File: config.mk
export PLATFORM = sky130hd
export DESIGN_NAME = converter_fault_protection
export DESIGN_NICKNAME = d
export VERILOG_FILES = /design/src/shared/fault_protect_pkg.sv /design/src/hw/converter_fault_protection.sv /design/src/hw/cycle_qualifier.sv /design/src/hw/fault_timer.sv
export SDC_FILE = /design/constraint.sdc
export NUM_CORES = 1
export LEC_CHECK = 0
export BUFFER_PORTS_ARGS = -buffer_cell sky130_fd_sc_hd__buf_2
export CAP_MARGIN = 30
export CORE_MARGIN = 4
export CORE_UTILIZATION = 45
export DETAILED_ROUTE_END_ITERATION = 8
export MAX_ROUTING_LAYER = met4
export PLACE_DENSITY = 0.66
export SLEW_MARGIN = 20
export SYNTH_ARGS = -nofsm -noshare
export SYNTH_HDL_FRONTEND = slang
export SYNTH_SLANG_ARGS = --single-unit
File: constraint.sdc
create_clock -name clk_in -period 13.4 [get_ports clk_in]
set_clock_uncertainty 0.05 [all_clocks]
set_input_delay 3.35 -clock clk_in [delete_from_list [all_inputs] [get_ports clk_in]]
set_output_delay 3.35 -clock clk_in [all_outputs]
set_load 0.02 [all_outputs]
File: src/shared/fault_protect_pkg.sv
// Constants and types shared by the converter fault-protection sequencer
// ---------------------------------------------------------------------
// How it works
// - Sensing-pin overtemp after two successive high samples
// - Overtemp auto-recovery waits out the recovery timer
// - Temperature sample only while low side off
// - High side held low during low-side on-time
// - Overtemp obeys auto-recovery or latch-off mode
// - Command above threshold starts over-power timer
// - Over-power timer expiry stops switching, starts recovery; code latches off instead in latch mode
// - Aux sense hysteresis selects threshold set
// - Over-power threshold capped at its highest level
// - Peak command ceiling is four thirds threshold
// - Plain supply restart when no short seen
// - Short indication at supply-off starts recovery; code latches off instead in latch mode
// - Three over-current cycles stop switching, drop bias
// - No test pulses while a fault holds
// - Restart at first supply-off after timeout
// - Reference power-good loss forces supply restart
// - Held-low reference keeps restarting, inhibits switching
// - Junction overtemp repeats supply restart cycles
// ---------------------------------------------------------------------
package fault_protect_pkg;

  // Clock and timing
  localparam int unsigned CLK_PERIOD_NS    = 8;
  localparam int unsigned NS_PER_MS        = 1000000;
  localparam int unsigned OPP_TIME_MS      = 160;
  localparam int unsigned RECOVERY_TIME_MS = 1500;
  localparam int unsigned OPP_CYCLES       = OPP_TIME_MS * (NS_PER_MS / CLK_PERIOD_NS);
  localparam int unsigned RECOVERY_CYCLES  = RECOVERY_TIME_MS * (NS_PER_MS / CLK_PERIOD_NS);
  localparam int unsigned TIMER_W          = 28;

  // Current-sense scale in millivolts
  localparam int unsigned         MV_W         = 11;
  localparam logic [MV_W-1:0]     OPP_CAP_MV   = 11'h258;
  localparam int unsigned         CEIL_NUM     = 4;
  localparam int unsigned         CEIL_DEN     = 3;
  localparam int unsigned         PROD_W       = MV_W + 3;

  // Consecutive switching cycles that qualify a fault
  localparam int unsigned QUAL_W       = 2;
  localparam int unsigned OTP_CYCLES_Q = 2;
  localparam int unsigned OCP_CYCLES_Q = 3;

  // Fault cause reported on the status port
  typedef enum logic [2:0] {
    CAUSE_NONE,
    CAUSE_OTP,
    CAUSE_OPP,
    CAUSE_SCP,
    CAUSE_OCP,
    CAUSE_REF,
    CAUSE_HOT
  } fault_cause_t;

  // Sequencer states
  typedef enum logic [2:0] {
    ST_CHARGE,
    ST_RUN,
    ST_UNDERVOLTAGE_LOCKOUT,
    ST_RECOVERY,
    ST_WAIT_OFF,
    ST_LATCHED
  } seq_state_t;

endpackage

File: src/hw/converter_fault_protection.sv
// Fault-protection sequencer: gate gating, fault timers and restart cycles
`timescale 1ns/10ps
`default_nettype none
module converter_fault_protection #(
  parameter int unsigned OPP_LIMIT      = fault_protect_pkg::OPP_CYCLES,
  parameter int unsigned RECOVERY_LIMIT = fault_protect_pkg::RECOVERY_CYCLES
) (
  input  wire logic                             clk_in,
  input  wire logic                             resetn_in,
  input  wire logic                             low_side_request_in,
  input  wire logic                             high_side_request_in,
  input  wire logic                             blanking_done_in,
  input  wire logic                             demag_interval_in,
  input  wire logic                             cs_above_1v2_in,
  input  wire logic                             cs_otp_enable_in,
  input  wire logic                             latch_mode_in,
  input  wire logic [fault_protect_pkg::MV_W-1:0] opp_level_high_in,
  input  wire logic [fault_protect_pkg::MV_W-1:0] opp_level_low_in,
  input  wire logic [fault_protect_pkg::MV_W-1:0] peak_current_command_in,
  input  wire logic                             aux_vs_above_2v5_in,
  input  wire logic                             aux_vs_below_2v4_in,
  input  wire logic                             aux_vs_below_0v5_in,
  input  wire logic                             vdd_off_in,
  input  wire logic                             vdd_on_in,
  input  wire logic                             ref_good_in,
  input  wire logic                             junction_hot_in,
  output var  logic                             low_side_gate_drive_out,
  output var  logic                             high_side_gate_drive_out,
  output var  logic                             run_bias_out,
  output var  logic [fault_protect_pkg::MV_W-1:0] over_power_threshold_out,
  output var  logic [fault_protect_pkg::MV_W-1:0] peak_current_ceiling_out,
  output var  logic [fault_protect_pkg::MV_W-1:0] peak_current_limited_out,
  output var  logic                             threshold_high_set_out,
  output var  logic                             opp_timer_active_out,
  output var  logic                             recovery_active_out,
  output var  logic                             latched_out,
  output var  logic                             switching_enabled_out,
  output var  logic [2:0]                       fault_cause_out
);
  import fault_protect_pkg::*;

  // ---------------------------------------------------------------
  // Declarations
  // ---------------------------------------------------------------
  seq_state_t        state_reg;
  seq_state_t        state_next;
  fault_cause_t      cause_reg;
  fault_cause_t      cause_next;
  logic              running;
  logic              ls_next;
  logic              hs_next;
  logic              cycle_start;
  logic              otp_sample;
  logic              ocp_sample;
  logic              otp_hit;
  logic              ocp_hit;
  logic              cmd_above_opp;
  logic              opp_done;
  logic              recovery_done;
  logic              short_seen;
  logic              go_fault;
  logic [MV_W-1:0]   level_sel;
  logic [MV_W-1:0]   threshold_next;
  logic [PROD_W-1:0] ceiling_wide;
  logic [MV_W-1:0]   ceiling_next;

  assign running = (state_reg == ST_RUN);

  // ---------------------------------------------------------------
  // Gate drive
  // ---------------------------------------------------------------
  // Gated by the next state so no pulse leaves on the fault edge
  // gates only in run
  assign ls_next = (state_next == ST_RUN) && low_side_request_in;
  assign hs_next = (state_next == ST_RUN) && high_side_request_in && !low_side_request_in;

  assign cycle_start = ls_next && !low_side_gate_drive_out;

  always_ff @(posedge clk_in) begin
    if (!resetn_in) begin
      low_side_gate_drive_out  <= 1'b0;
      high_side_gate_drive_out <= 1'b0;
    end else begin
      low_side_gate_drive_out  <= ls_next;
      high_side_gate_drive_out <= hs_next;
    end
  end

  // ---------------------------------------------------------------
  // Over-power threshold and peak limit
  // ---------------------------------------------------------------
  // threshold set hysteresis
  always_ff @(posedge clk_in) begin
    if (!resetn_in) begin
      threshold_high_set_out <= 1'b0;
    end else if (aux_vs_above_2v5_in) begin
      threshold_high_set_out <= 1'b1;
    end else if (aux_vs_below_2v4_in) begin
      threshold_high_set_out <= 1'b0;
    end
  end

  assign level_sel = threshold_high_set_out ? opp_level_high_in : opp_level_low_in;

  assign threshold_next = (level_sel > OPP_CAP_MV) ? OPP_CAP_MV : level_sel;

  assign ceiling_wide = PROD_W'((PROD_W'(over_power_threshold_out) * PROD_W'(CEIL_NUM)) / PROD_W'(CEIL_DEN));
  assign ceiling_next = ceiling_wide[MV_W-1:0];

  always_ff @(posedge clk_in) begin
    if (!resetn_in) begin
      over_power_threshold_out <= '0;
      peak_current_ceiling_out <= '0;
      peak_current_limited_out <= '0;
    end else begin
      over_power_threshold_out <= threshold_next;
      peak_current_ceiling_out <= ceiling_next;
      if (peak_current_command_in > ceiling_next) begin
        peak_current_limited_out <= ceiling_next;
      end else begin
        peak_current_limited_out <= peak_current_command_in;
      end
    end
  end

  assign cmd_above_opp = (peak_current_command_in > over_power_threshold_out);

  // ---------------------------------------------------------------
  // Cycle qualification
  // ---------------------------------------------------------------
  // over-temp sample with low side off; over-current sample after blanking
  assign otp_sample = cs_otp_enable_in && cs_above_1v2_in && !low_side_gate_drive_out && demag_interval_in;
  assign ocp_sample = cs_above_1v2_in && blanking_done_in && demag_interval_in;

  cycle_qualifier #(
    .COUNT          (OTP_CYCLES_Q)
  ) u_otp_qual (
    .clk_in         (clk_in),
    .resetn_in      (resetn_in),
    .clear_in       (!running),
    .sample_in      (otp_sample),
    .cycle_start_in (cycle_start),
    .hit_out        (otp_hit)
  );

  cycle_qualifier #(
    .COUNT          (OCP_CYCLES_Q)
  ) u_ocp_qual (
    .clk_in         (clk_in),
    .resetn_in      (resetn_in),
    .clear_in       (!running),
    .sample_in      (ocp_sample),
    .cycle_start_in (cycle_start),
    .hit_out        (ocp_hit)
  );

  // ---------------------------------------------------------------
  // Timers
  // ---------------------------------------------------------------
  // over-power timer
  fault_timer #(
    .LIMIT     (OPP_LIMIT)
  ) u_opp_timer (
    .clk_in    (clk_in),
    .resetn_in (resetn_in),
    .enable_in (running && cmd_above_opp),
    .done_out  (opp_done)
  );

  fault_timer #(
    .LIMIT     (RECOVERY_LIMIT)
  ) u_rec_timer (
    .clk_in    (clk_in),
    .resetn_in (resetn_in),
    .enable_in (state_reg == ST_RECOVERY),
    .done_out  (recovery_done)
  );

  assign short_seen = cmd_above_opp || aux_vs_below_0v5_in;

  // ---------------------------------------------------------------
  // Sequencer
  // ---------------------------------------------------------------
  assign go_fault = otp_hit || ocp_hit || opp_done;

  always_comb begin
    state_next = state_reg;
    cause_next = cause_reg;
    case (state_reg)
      ST_CHARGE: begin
        if (vdd_on_in) begin
          if (!ref_good_in || junction_hot_in) begin
            state_next = ST_UNDERVOLTAGE_LOCKOUT;
          end else begin
            state_next = ST_RUN;
            cause_next = CAUSE_NONE;
          end
        end
      end
      ST_RUN: begin
        if (!ref_good_in) begin
          state_next = ST_UNDERVOLTAGE_LOCKOUT;
          cause_next = CAUSE_REF;
        end else if (junction_hot_in) begin
          state_next = ST_UNDERVOLTAGE_LOCKOUT;
          cause_next = CAUSE_HOT;
        end else if (go_fault) begin
          state_next = latch_mode_in ? ST_LATCHED : ST_RECOVERY;
          if (ocp_hit) begin
            cause_next = CAUSE_OCP;
          end else if (otp_hit) begin
            cause_next = CAUSE_OTP;
          end else begin
            cause_next = CAUSE_OPP;
          end
        end else if (vdd_off_in) begin
          if (short_seen) begin
            state_next = latch_mode_in ? ST_LATCHED : ST_RECOVERY;
            cause_next = CAUSE_SCP;
          end else begin
            state_next = ST_CHARGE;
          end
        end
      end
      ST_UNDERVOLTAGE_LOCKOUT: begin
        if (vdd_off_in) begin
          state_next = ST_CHARGE;
        end
      end
      ST_RECOVERY: begin
        if (recovery_done) begin
          state_next = ST_WAIT_OFF;
        end
      end
      ST_WAIT_OFF: begin
        if (vdd_off_in) begin
          state_next = ST_CHARGE;
        end
      end
      ST_LATCHED: begin
        state_next = ST_LATCHED;
      end
      default: begin
        state_next = ST_UNDERVOLTAGE_LOCKOUT;
      end
    endcase
  end

  always_ff @(posedge clk_in) begin
    if (!resetn_in) begin
      state_reg <= ST_CHARGE;
      cause_reg <= CAUSE_NONE;
    end else begin
      state_reg <= state_next;
      cause_reg <= cause_next;
    end
  end

  // ---------------------------------------------------------------
  // Status outputs
  // ---------------------------------------------------------------
  always_ff @(posedge clk_in) begin
    if (!resetn_in) begin
      run_bias_out          <= 1'b0;
      recovery_active_out   <= 1'b0;
      latched_out           <= 1'b0;
      switching_enabled_out <= 1'b0;
      opp_timer_active_out  <= 1'b0;
    end else begin
      run_bias_out          <= (state_next == ST_RUN);
      recovery_active_out   <= (state_next == ST_RECOVERY);
      latched_out           <= (state_next == ST_LATCHED);
      switching_enabled_out <= (state_next == ST_RUN);
      opp_timer_active_out  <= (state_next == ST_RUN) && cmd_above_opp;
    end
  end

  assign fault_cause_out = cause_reg;
endmodule // converter_fault_protection
`default_nettype wire

File: src/hw/cycle_qualifier.sv
// Counts consecutive switching cycles in which a condition was seen
`timescale 1ns/10ps
`default_nettype none
module cycle_qualifier #(
  parameter int unsigned COUNT = 3
) (
  input  wire logic clk_in,
  input  wire logic resetn_in,
  input  wire logic clear_in,
  input  wire logic sample_in,
  input  wire logic cycle_start_in,
  output var  logic hit_out
);
  import fault_protect_pkg::*;

  localparam logic [QUAL_W-1:0] TARGET = QUAL_W'(COUNT);

  logic              seen_reg;
  logic [QUAL_W-1:0] count_reg;

  // Condition seen anywhere in the present cycle
  always_ff @(posedge clk_in) begin
    if (!resetn_in || clear_in || cycle_start_in) begin
      seen_reg <= 1'b0;
    end else if (sample_in) begin
      seen_reg <= 1'b1;
    end
  end

  // A clean cycle breaks the run of consecutive hits
  always_ff @(posedge clk_in) begin
    if (!resetn_in || clear_in) begin
      count_reg <= '0;
    end else if (cycle_start_in) begin
      if (seen_reg || sample_in) begin
        if (count_reg != TARGET) begin
          count_reg <= count_reg + 1'b1;
        end
      end else begin
        count_reg <= '0;
      end
    end
  end

  assign hit_out = (count_reg == TARGET);

endmodule // cycle_qualifier
`default_nettype wire

File: src/hw/fault_timer.sv
// Enable-driven interval timer with a registered expiry flag
`timescale 1ns/10ps
`default_nettype none
module fault_timer #(
  parameter int unsigned LIMIT = 16
) (
  input  wire logic clk_in,
  input  wire logic resetn_in,
  input  wire logic enable_in,
  output var  logic done_out
);
  import fault_protect_pkg::*;

  localparam logic [TIMER_W-1:0] LAST = TIMER_W'(LIMIT - 1);

  logic [TIMER_W-1:0] count_reg;

  // Counts while enabled; dropping the enable clears it at once
  always_ff @(posedge clk_in) begin
    if (!resetn_in || !enable_in) begin
      count_reg <= '0;
      done_out  <= 1'b0;
    end else if (count_reg == LAST) begin
      done_out <= 1'b1;
    end else begin
      count_reg <= count_reg + 1'b1;
    end
  end

endmodule // fault_timer
`default_nettype wire

### Word-level counts from Yosys, hierarchy flattened

Cells that the tools add are included.

| storage, ports and cells | value |
|---|---|
| bits in registers | 110 |
| bits of input ports | 49 |
| output and inout bits | 44 |
| logic and storage cells | 116 |

| cells by class | value |
|---|---|
| add/subtract/negate cells | 4 |
| div/mod/pow operators | 1 |
| magnitude comparators | 3 |
| equal/unequal tests | 20 |
| mux-type cells | 30 |
| bitwise gates (word level) | 1 |
| reduce and logical (&&, ||, !) cells | 36 |

Operators with widths:

| cell | count |
|---|---|
| $add 28x1->28 const B | 2 |
| $mux 3 | 17 |
| $eq 28x25->1 const B | 1 |
| $eq 28x28->1 const B | 1 |
| $gt 11x11->1 | 2 |
| $mux 11 | 2 |
| $pmux 3 s5 | 1 |
| $div 13x2->14 const B | 1 |
| $mux 2 | 6 |
| $ne 2x2->1 const B | 6 |
| $gt 11x10->1 const B | 1 |
| $logic_and 1x1->1 | 11 |
| $logic_or 1x1->1 | 10 |
| $mux 10 | 1 |
| $eq 3x2->1 const B | 3 |
| $eq 3x3->1 const B | 3 |
| $logic_not 1->1 | 7 |
| $eq 3x1->1 const B | 2 |
| $pmux 3 s2 | 1 |
| $ne 5x3->1 const B | 1 |
| $ne 5x4->1 const B | 1 |
| $reduce_and 5->1 | 1 |
| $add 2x1->2 const B | 2 |
| $eq 2x2->1 const B | 2 |
| 6 further kinds | 10 |

### Logic depth before layout (Yosys ltp)

| logic depth | value |
|---|---|
| depth after elaboration | 12 |
| mapped depth | 30 |
| depth with buffers taken out | 26 |

### By module

From an unflattened synthesis, not the netlist that was laid out.

| second synthesis, totals | value |
|---|---|
| cells, all modules | 787 |
| area, all modules | 6463.7 µm² |

By module, submodules not included:

| module | times used | cells an instance | area an instance (µm²) | sequential area each (µm²) |
|---|---|---|---|---|
| converter_fault_protection | 1 | 425 | 3355.7 | 920.9 |
| fault_timer (u_rec_timer) | 1 | 172 | 1443.9 | 580.6 |
| fault_timer (u_opp_timer) | 1 | 160 | 1375.1 | 580.6 |
| cycle_qualifier (u_otp_qual) | 1 | 15 | 147.6 | 60.1 |
| cycle_qualifier (u_ocp_qual) | 1 | 15 | 141.4 | 60.1 |

### Least setup slack after synthesis

No wires, ideal clock.

| timing | value |
|---|---|
| kind | input-to-reg |
| from | input peak_current_command_in[1] (netlist name) |
| to | register high_side_gate_drive_out |
| arrival | 5.696 ns |
| required time | 13.258 ns |
| slack | 7.562 ns |
| cell stages on the path | 11 |
| buffers on the path | 0 |
| cell sequence | ha_1 nor2b_1 o21a_1 o21a_1 o21a_1 o21a_1 o21ai_0 a31oi_1 a31oi_1 o211ai_1 nor4_1 |

| on the way | value |
|---|---|
| cells in the longest elaborated chain, start to end | 11 |

Ends and longest elaborated chain:

| element | RTL line | RTL |
|---|---|---|
| start, declared | converter_fault_protection.sv:19 | `input wire logic [fault_protect_pkg::MV_W-1:0] peak_current_command_in,` |
| $gt 11x11->1 | converter_fault_protection.sv:126 | `assign cmd_above_opp = (peak_current_command_in > over_power_threshold_out);` |
| $logic_or 1x1->1 | converter_fault_protection.sv:179 | `assign short_seen = cmd_above_opp \|\| aux_vs_below_0v5_in;` |
| $mux 3 | converter_fault_protection.sv:217 | `if (short_seen) begin` |
| $mux 3 | converter_fault_protection.sv:216 | `end else if (vdd_off_in) begin` |
| $mux 3 | converter_fault_protection.sv:207 | `end else if (go_fault) begin` |
| $mux 3 | converter_fault_protection.sv:204 | `end else if (junction_hot_in) begin` |
| $mux 3 | converter_fault_protection.sv:201 | `if (!ref_good_in) begin` |
| $pmux 3 s5 | converter_fault_protection.sv:189 | `case (state_reg)` |
| $eq 3x1->1 | converter_fault_protection.sv:75 | `assign hs_next = (state_next == ST_RUN) && high_side_request_in && !low_side_request_in;` |
| $logic_and 1x1->1 (2 in series) | converter_fault_protection.sv:75 |  |
| end signal, assigned | converter_fault_protection.sv:85 | `high_side_gate_drive_out <= hs_next;` |
| end, declared | converter_fault_protection.sv:28 | `output var logic high_side_gate_drive_out,` |

No other way between the ends.
A chain may end at the register's enable or synchronous reset.

### Worst setup path in the final report

| timing | value |
|---|---|
| from | register over_power_threshold_out[6] (netlist name) |
| to | register peak_current_limited_out[0] (netlist name) |

| on the way | value |
|---|---|
| cells in the longest elaborated chain, start to end | 3 |

Ends and longest elaborated chain:

| element | RTL line | RTL |
|---|---|---|
| start, declared | converter_fault_protection.sv:30 | `output var logic [fault_protect_pkg::MV_W-1:0] over_power_threshold_out,` |
| start signal, assigned | converter_fault_protection.sv:116 | `over_power_threshold_out <= threshold_next;` |
| $div 13x2->14 * | converter_fault_protection.sv:107 | `assign ceiling_wide = PROD_W'((PROD_W'(over_power_threshold_out) * PROD_W'(CEIL_NUM)) / PROD_W'(CEIL_DEN));` |
| $gt 11x11->1 | converter_fault_protection.sv:118 | `if (peak_current_command_in > ceiling_next) begin` |
| $mux 11 * | converter_fault_protection.sv:118 |  |
| end signal, assigned | converter_fault_protection.sv:119 | `peak_current_limited_out <= ceiling_next;` |
| end signal, assigned | converter_fault_protection.sv:121 | `peak_current_limited_out <= peak_current_command_in;` |
| end, declared | converter_fault_protection.sv:32 | `output var logic [fault_protect_pkg::MV_W-1:0] peak_current_limited_out,` |

Every way passes the cells marked *; elsewhere a longest branch is shown, timed or not.

==> out/metrics.yaml <==
status: "completed"
grt_first_pass_wirelength_microns: 26100
r2r-end: "peak_current_limited_out[0]"
synthTopCellsByArea: "dfxtp_1 34%, nor2_1 7.0%, ha_1 5.4%"
grtUsageMet1: 0.265
seqPwrFrac: 0.446
drt_iter0_markers: 468
start_util: 0.461
layout.nets: 947
clk_latency_ns: 0.36
vias_per_cell: 5.54
rsz0062_at_grt: "no"
clk_pin_slew_ns: 0.08
dp.final_hpwl_microns: 11600
drtPass1Iterations: 4
yosysTopAreaCellShare: 0.341
setup_viol: 0
maxSlewHeadroom: 0.423
ys.flop_type: "dfxtp_1"
place.gp.congestion: 0.972
drcViolationCount: 0
grt.total_usage: 0.199
drive_above_1_share: 0.157
fin_ws_ns: 6.91
required_ns: 13.59
hold_depth: 2
end_kind: "register"
critPathMaxFanout: 19
clk_path_buf_depth: 2
worstHoldStart: "fault_cause_out[0]"
syn_to_final_growth_pct: 13.6
path_class: "register to register"
crit_slowest_cell: "dfxtp_1"
grt_pass1_vias: 5479
power.density_nw_per_um2: 108
route.vias.total: 5849
cpMostUsedCell: "o21ai_0"
crit_path_max_incr_delay_ns: 0.76
layout_commonest_cell: "nor2_1"
hold_viol: 0
pwr-share-clk: 0.346
reg2reg_depth: 25
regToRegStartpoint: "over_power_threshold_out[6]"
clkSinkCount: 110
gr-usage-met2: 0.303
synth_cell_types: 82
timing.final.crit_share: 0.485
seq_area_frac_synth: 0.341
fp.dieH_microns: 128
diodes: 0
cts-htree-levels: 3
peakVddDrop_uv: 64.8
core_region_area_sq_um: 14000
ff2ff_setup_slack_ns: 6.91
antenna_found_initial: 0
use_met3: 0.0375
ys_seq_elements: 110
mappedNetlistArea_sq_um: 6450
yosysTopAreaCell: "dfxtp_1"
worstHoldEndpoint: "fault_cause_out[0]"
core.rowCount: 43
intPower_uw: 550
p_sw_uw: 239
synth_edf_count: 0
grt_max_degree: 39
ant_nets: 0
synthArstFlopShare: 0
swShare: 0.303
combPwrFrac: 0.208
min_period_ns: 6.49
postSynthCellCount: 796
synth-warning-count: 0
synth_nets: 873
max_cap_viol_count: 0
syn_area_per_cell_sq_um: 8.11
tightest_slew_ns: 0.857
io_buffers: 92
dieArea_sq_um: 16300
postCtsSetupBuffers: 0
num_io_pins: 93
overflow: 0
crit_family: "compound AO/OA/AOI/OAI gates"
cp_num_buf_inv: 2
cts_tree: "built"
cp.arrival_ns: 6.69
fin_tns_setup_ns: 0
numCtsBuffers: 9
startpoint_type: "register"
wl_per_cell_microns: 14.8
place_ws_ns: 6.99
p_leak_nw: 2.93
grt.busiest_layer: "met2"
die_x_microns: 128
hold_buffers: 0
fmax_mhz: 154
layout_common_cells: "121 x nor2_1, 110 x dfxtp_1, 92 x buf_2"
slew_violations: 0
routed_wl_microns: 15700
cts_root_buffer: "clkbuf_16"
hold_path.class: "register to register"
cts_resized: 0
-- cells in the mapped netlist (all sizes together) (18+ instances only) --
cell	count
a21oi	26
clkbuf	18
dfxtp	110
ha	28
inv	34
nand2	76
nand3	27
nand4	21
nor2	123
nor2b	18
nor3	25
o21ai	32
xor2	40
-- worst max-delay path by stage --
stage | from | endpoint | slack [ns] | cells after the start
final | over_power_threshold_out[6] | peak_current_limited_out[0] | 6.91 | 25
after global routing | over_power_threshold_out[6] | peak_current_limited_out[0] | 6.29 | 27
after CTS | over_power_threshold_out[6] | peak_current_limited_out[0] | 6.92 | 24
after detailed placement | over_power_threshold_out[6] | peak_current_limited_out[0] | 6.99 | 24
after global placement | peak_current_command_in[1] | high_side_gate_drive_out | 7.12 | 12
after floorplan | peak_current_command_in[1] | high_side_gate_drive_out | 7.56 | 11
-- power groups by stage --
stage          combinational [mW]  clock, mW  sequential (mW)
2_1_floorplan               0.107          0            0.366
3_3_place_gp                0.161          0            0.359
3_5_place_dp                0.161          0            0.359
4_1_cts                     0.162      0.282            0.352
5_1_grt                     0.183      0.292            0.354
6_report                    0.164      0.273            0.352
-- area by class of cell --
| class | count | area, sq um |
|---|---|---|
| Clock buffer | 10 | 229 |
| Timing Repair Buffer | 95 | 502 |
| Sequential cell | 110 | 2200 |
| Multi-Input combinational cell | 617 | 3960 |
| Clock inverter | 6 | 70.1 |
| Tap cell | 180 | 225 |
| Inverter | 37 | 139 |
| Fill cell | 1392 | 6660 |
-- metal layers --
layer / wire (microns) / vias up / share of wire
li1: - / 2991 / -
met4: 297 / 0 / 0.019
met5: 0 / - / 0
met2: 6910 / 157 / 0.44
met1: 7600 / 2679 / 0.49
met3: 846 / 22 / 0.054
-- metrics by stage --
stage	hold WS (ns)	cells	total power [mW]	instance area [sq um]	utilization
4_1_cts	0.433	1053	0.796	7300	0.522
2_1_floorplan	0.413	796	0.473	6450	-
5_1_grt	0.468	1055	0.829	7330	0.524
6_report	0.423	1055	0.789	7330	0.524
3_3_place_gp	0.412	1036	0.520	6990	0.500
3_5_place_dp	0.420	1037	0.520	7010	0.501
-- cell families after synthesis --
group | count (synthesis) | synth area share
fa+ha+maj | 28 | 0.0543
mux | 19 | 0.0312
simple gates | 357 | 0.274
xor+xnor | 54 | 0.0733
buf+inv | 69 | 0.0458
flops | 110 | 0.341
compound gates | 158 | 0.179
other cells | 1 | 0.000581
-- tightest hold or removal path, cell delays in order, from the launching register on --
cell and delay [ns]:
dfxtp_1 0.31, nand2_1 0.05, a21boi_0 0.07
No activity file was read; power rests on OpenSTA's default activity.
